===== src/rtl/fault_log_mem.sv =====
// small fault log memory with registered read data
`default_nettype none
module fault_log_mem #(
   parameter int DEPTH = 16,
   parameter int WIDTH = 24,
   parameter int AW    = $clog2(DEPTH)
) (
   // clock and reset
   input  wire logic             clk_i,
   input  wire logic             reset_n_i,
   // write port
   input  wire logic             wr_en_i,
   input  wire logic [AW-1:0]    wr_addr_i,
   input  wire logic [WIDTH-1:0] wr_data_i,
   // read port
   input  wire logic [AW-1:0]    rd_addr_i,
   output logic      [WIDTH-1:0] rd_data_o
);

   logic [WIDTH-1:0] mem [DEPTH];

   // storage has no reset, so it maps onto plain ram
   always_ff @(posedge clk_i)
   begin
      if (wr_en_i)
      begin
         mem[wr_addr_i] <= wr_data_i;
      end
   end

   // registered read data
   always_ff @(posedge clk_i or negedge reset_n_i)
   begin
      if (!reset_n_i)
      begin
         rd_data_o <= '0;
      end
      else
      begin
         rd_data_o <= mem[rd_addr_i];
      end
   end

endmodule // fault_log_mem
`default_nettype wire


===== config.mk =====
export PLATFORM = sky130hd
export DESIGN_NAME = fault_log_mem
export DESIGN_NICKNAME = d
export VERILOG_FILES = /design/src/rtl/fault_log_mem.sv
export SDC_FILE = /design/constraint.sdc
export NUM_CORES = 1
export LEC_CHECK = 0
export ABC_AREA = 1
export BUFFER_PORTS_ARGS = -buffer_cell sky130_fd_sc_hd__buf_2
export CORE_MARGIN = 8
export CORE_UTILIZATION = 35
export CTS_CLUSTER_SIZE = 8
export DETAILED_ROUTE_END_ITERATION = 8
export PLACE_DENSITY = 0.57
export SYNTH_ARGS = -nofsm -noshare
export SYNTH_HDL_FRONTEND = slang
export SYNTH_SLANG_ARGS = --single-unit
export TNS_END_PERCENT = 20

===== constraint.sdc =====
create_clock -name clk_i -period 1 [get_ports clk_i]
set_clock_uncertainty 0.15 [all_clocks]
set_input_delay 0.2 -clock clk_i [delete_from_list [all_inputs] [get_ports clk_i]]
set_output_delay 0.2 -clock clk_i [all_outputs]
set_load 0.03 [all_outputs]

==> results.json <==
{
  "status": "finished, violations left",
  "violations": "negative hold slack, negative setup slack",
  "fill_cells": 4362,
  "arrival_ns": 1.18,
  "cts-root-buf": "clkbuf_16",
  "timing.final.ws_setup_ns": -0.5287,
  "vias": 11420,
  "ant_nets": 0,
  "grt_max_degree": 38,
  "first_global_vias": 11550,
  "reg2reg_from": "mem[7][2]",
  "antenna_found_initial": 1,
  "grt_use_met1": 0.1977,
  "grt_first_pass_wirelength_mm": 67.17,
  "synthCells": 1599,
  "rows": 81,
  "hold_viol": 7,
  "cts_tree": "built",
  "yosysUniqueCellTypes": 11,
  "drv_cap": 0,
  "cp_slowest_cell": "dfrtp_2",
  "synth_edf_count": 384,
  "dieArea_um2": 56100,
  "avgSynthCellArea_um2": 10.68,
  "die_y_um": 236.9,
  "cts.htree.levels": 2,
  "synth_commonest_cells": "nand2_1, edfxtp_1, inv_1",
  "busiest_layer": "met2",
  "relSlewSlack": 0.7330,
  "critical-path-max-stage-delay_ns": 0.46,
  "rr_endpoint": "rd_data_o[2]",
  "layout-drive-gt1-share": 0.1907,
  "yosysSeqAreaShare": 0.7106,
  "powerDensity_nw_per_um2": 1829,
  "routed_via_density": 4.675,
  "path_delay_family": "flip-flops",
  "synthFlopType": "edfxtp_1",
  "endpoint_kind": "output pin",
  "cts_made_buffers": 56,
  "ir_worst_vdd_mv": 1.710,
  "cts_hold_buf": 27,
  "ys_top_cells_by_area": "edfxtp_1, nand2_1, nand3_1",
  "met3_usage": 0.02372,
  "overflow": 0,
  "clock-sinks": 408,
  "fin_nets": 1807,
  "use_met2": 0.2641,
  "pre_cts_slack_ns": -0.6192,
  "min_period_ns": 1.529,
  "io_pins": 59,
  "dp_hpwl_mm": 26.86,
  "wl_mm": 43.33,
  "crit_buf_inv": 1,
  "port_buffers": 58,
  "finalSetupViolCount": 48,
  "rsz0062_at_grt": "true",
  "syn_nets": 1634,
  "area_growth_pct": 28.45,
  "synth_largest_area_cell": "edfxtp_1",
  "synth_top_cell_area_share": 0.6754,
  "worstHoldPathType": "input port to async pin",
  "syn_area_um2": 17070,
  "r2r_cells": 6,
  "path_class": "register to output pin",
  "max_freq_ghz": 0.6541,
  "start_util": 0.3517,
  "drcViolationCount": 0,
  "core_area_um2": 48550,
  "fin_hold_ws_ns": -0.1438,
  "async_reset_ff_frac": 0.05882,
  "ys_warn_count": 0,
  "cp_max_fo": 1,
  "ys_seq_elements": 408,
  "startpoint_type": "register",
  "required_ns": 0.65,
  "die_w_um": 236.9,
  "max_slew.worst_pin.slew_ns": 0.4005,
  "clk_latency_ns": 0.58,
  "clk_path_buf_depth": 3,
  "final_max_slew_viol_count": 0,
  "leakage_nw": 9.306,
  "finalCritPeriodShare": 1.529,
  "grt_usage": 0.1543,
  "drtIter0Drc": 685,
  "gp_congestion": 0.8294,
  "drtPass1Iterations": 5,
  "r2r_slack_ns": -0.13,
  "yosys.cell_count.top_type": "nand2_1",
  "crit_chain": "buf_6",
  "wire_per_inst_um": 17.74,
  "path_clk_slew_ns": 0.05
}
flip-flops by register name, indices dropped and copies added (netlist names):
register and count:
mem 384, rd_data_o 24
stage by stage:
| stage | cell area, um^2 | util | TNS [ns] | std cells | power [mW] |
|---|---|---|---|---|---|
| after floorplan | 17270 | - | -140.21 | 1599 | 21.10 |
| after global placement | 19440 | 0.4004 | -197.23 | 2309 | 22.51 |
| after detailed placement | 19440 | 0.4004 | -202.71 | 2309 | 22.55 |
| after CTS | 21770 | 0.4484 | -14.27 | 2442 | 40.47 |
| after global routing | 21930 | 0.4517 | -14.78 | 2442 | 41.48 |
| final | 21930 | 0.4517 | -12.27 | 2443 | 40.10 |
cells in the final DEF (no fill, tap or decap):
cell and n:
nand3_1 212, nand2_4 2, nand3_2 75, nand2_1 489, inv_2 1, nand2_2 19, dlymetal6s4s_1 2, buf_4 55
buf_6 25, inv_1 291, buf_2 31, edfxtp_1 384, diode_2 1, buf_12 55, clkbuf_16 57, dfrtp_1 23
inv_6 3, inv_12 1, dfrtp_2 1, nand3_4 3, clkinv_2 1, dlygate4sd3_1 25, nor2_4 18, clkbuf_1 47
routing by layer:
layer | wire length (um) | share of wire | up-vias
met5 | 0 | 0 | -
met4 | 1148 | 0.026 | 0
met3 | 1874 | 0.043 | 73
met2 | 21460 | 0.50 | 238
met1 | 18850 | 0.43 | 5586
li1 | - | - | 5523
report_power, final:
| group | switching [mW] | total [mW] | internal [mW] |
|---|---|---|---|
| logic | 2.08 | 3.33 | 1.25 |
| clock network | 6.86 | 17.5 | 10.6 |
| registers | 0.137 | 19.3 | 19.2 |
| total | 9.07 | 40.1 | 31.0 |
kinds of logic after synthesis:
kind of cell	Yosys count	synth area share
buffers and inverters	373	0.08831
flip-flops	408	0.7106
AND/OR/NAND/NOR	818	0.2011
repair_timing:
action,CTS,global route
buffers inserted,0,0
pin swaps,50,15
gates resized for setup,112,35
setup endpoints to repair,62,48
endpoints found under the hold margin,413,7
how the worst max path moves through the flow:
stage                        startpoint       endpoint  slack (ns)  cells after the start
after detailed placement   wr_addr_i[2]      mem[7][2]       -0.62                      6
after floorplan            wr_addr_i[2]      mem[4][0]       -0.37                      4
final                     rd_data_o[12]  rd_data_o[12]       -0.53                      1
after global routing      rd_data_o[12]  rd_data_o[12]       -0.55                      1
after CTS                 rd_data_o[12]  rd_data_o[12]       -0.55                      1
after global placement     wr_addr_i[2]     mem[7][20]       -0.61                      6
layout make-up:
| type | count | area [um^2] | share of cell area |
|---|---|---|---|
| Clock inverter | 2 | 17.52 | 0.0007988 |
| Sequential cell | 408 | 12130 | 0.5533 |
| Timing Repair Buffer | 193 | 2226 | 0.1015 |
| Multi-Input combinational cell | 818 | 4044 | 0.1844 |
| Clock buffer | 104 | 1603 | 0.07309 |
| Inverter | 295 | 1126 | 0.05135 |
| Tap cell | 622 | 778.2 | 0.03549 |
| Antenna cell | 1 | 2.502 | 0.0001141 |
No activity file was read; power rests on OpenSTA's default activity.
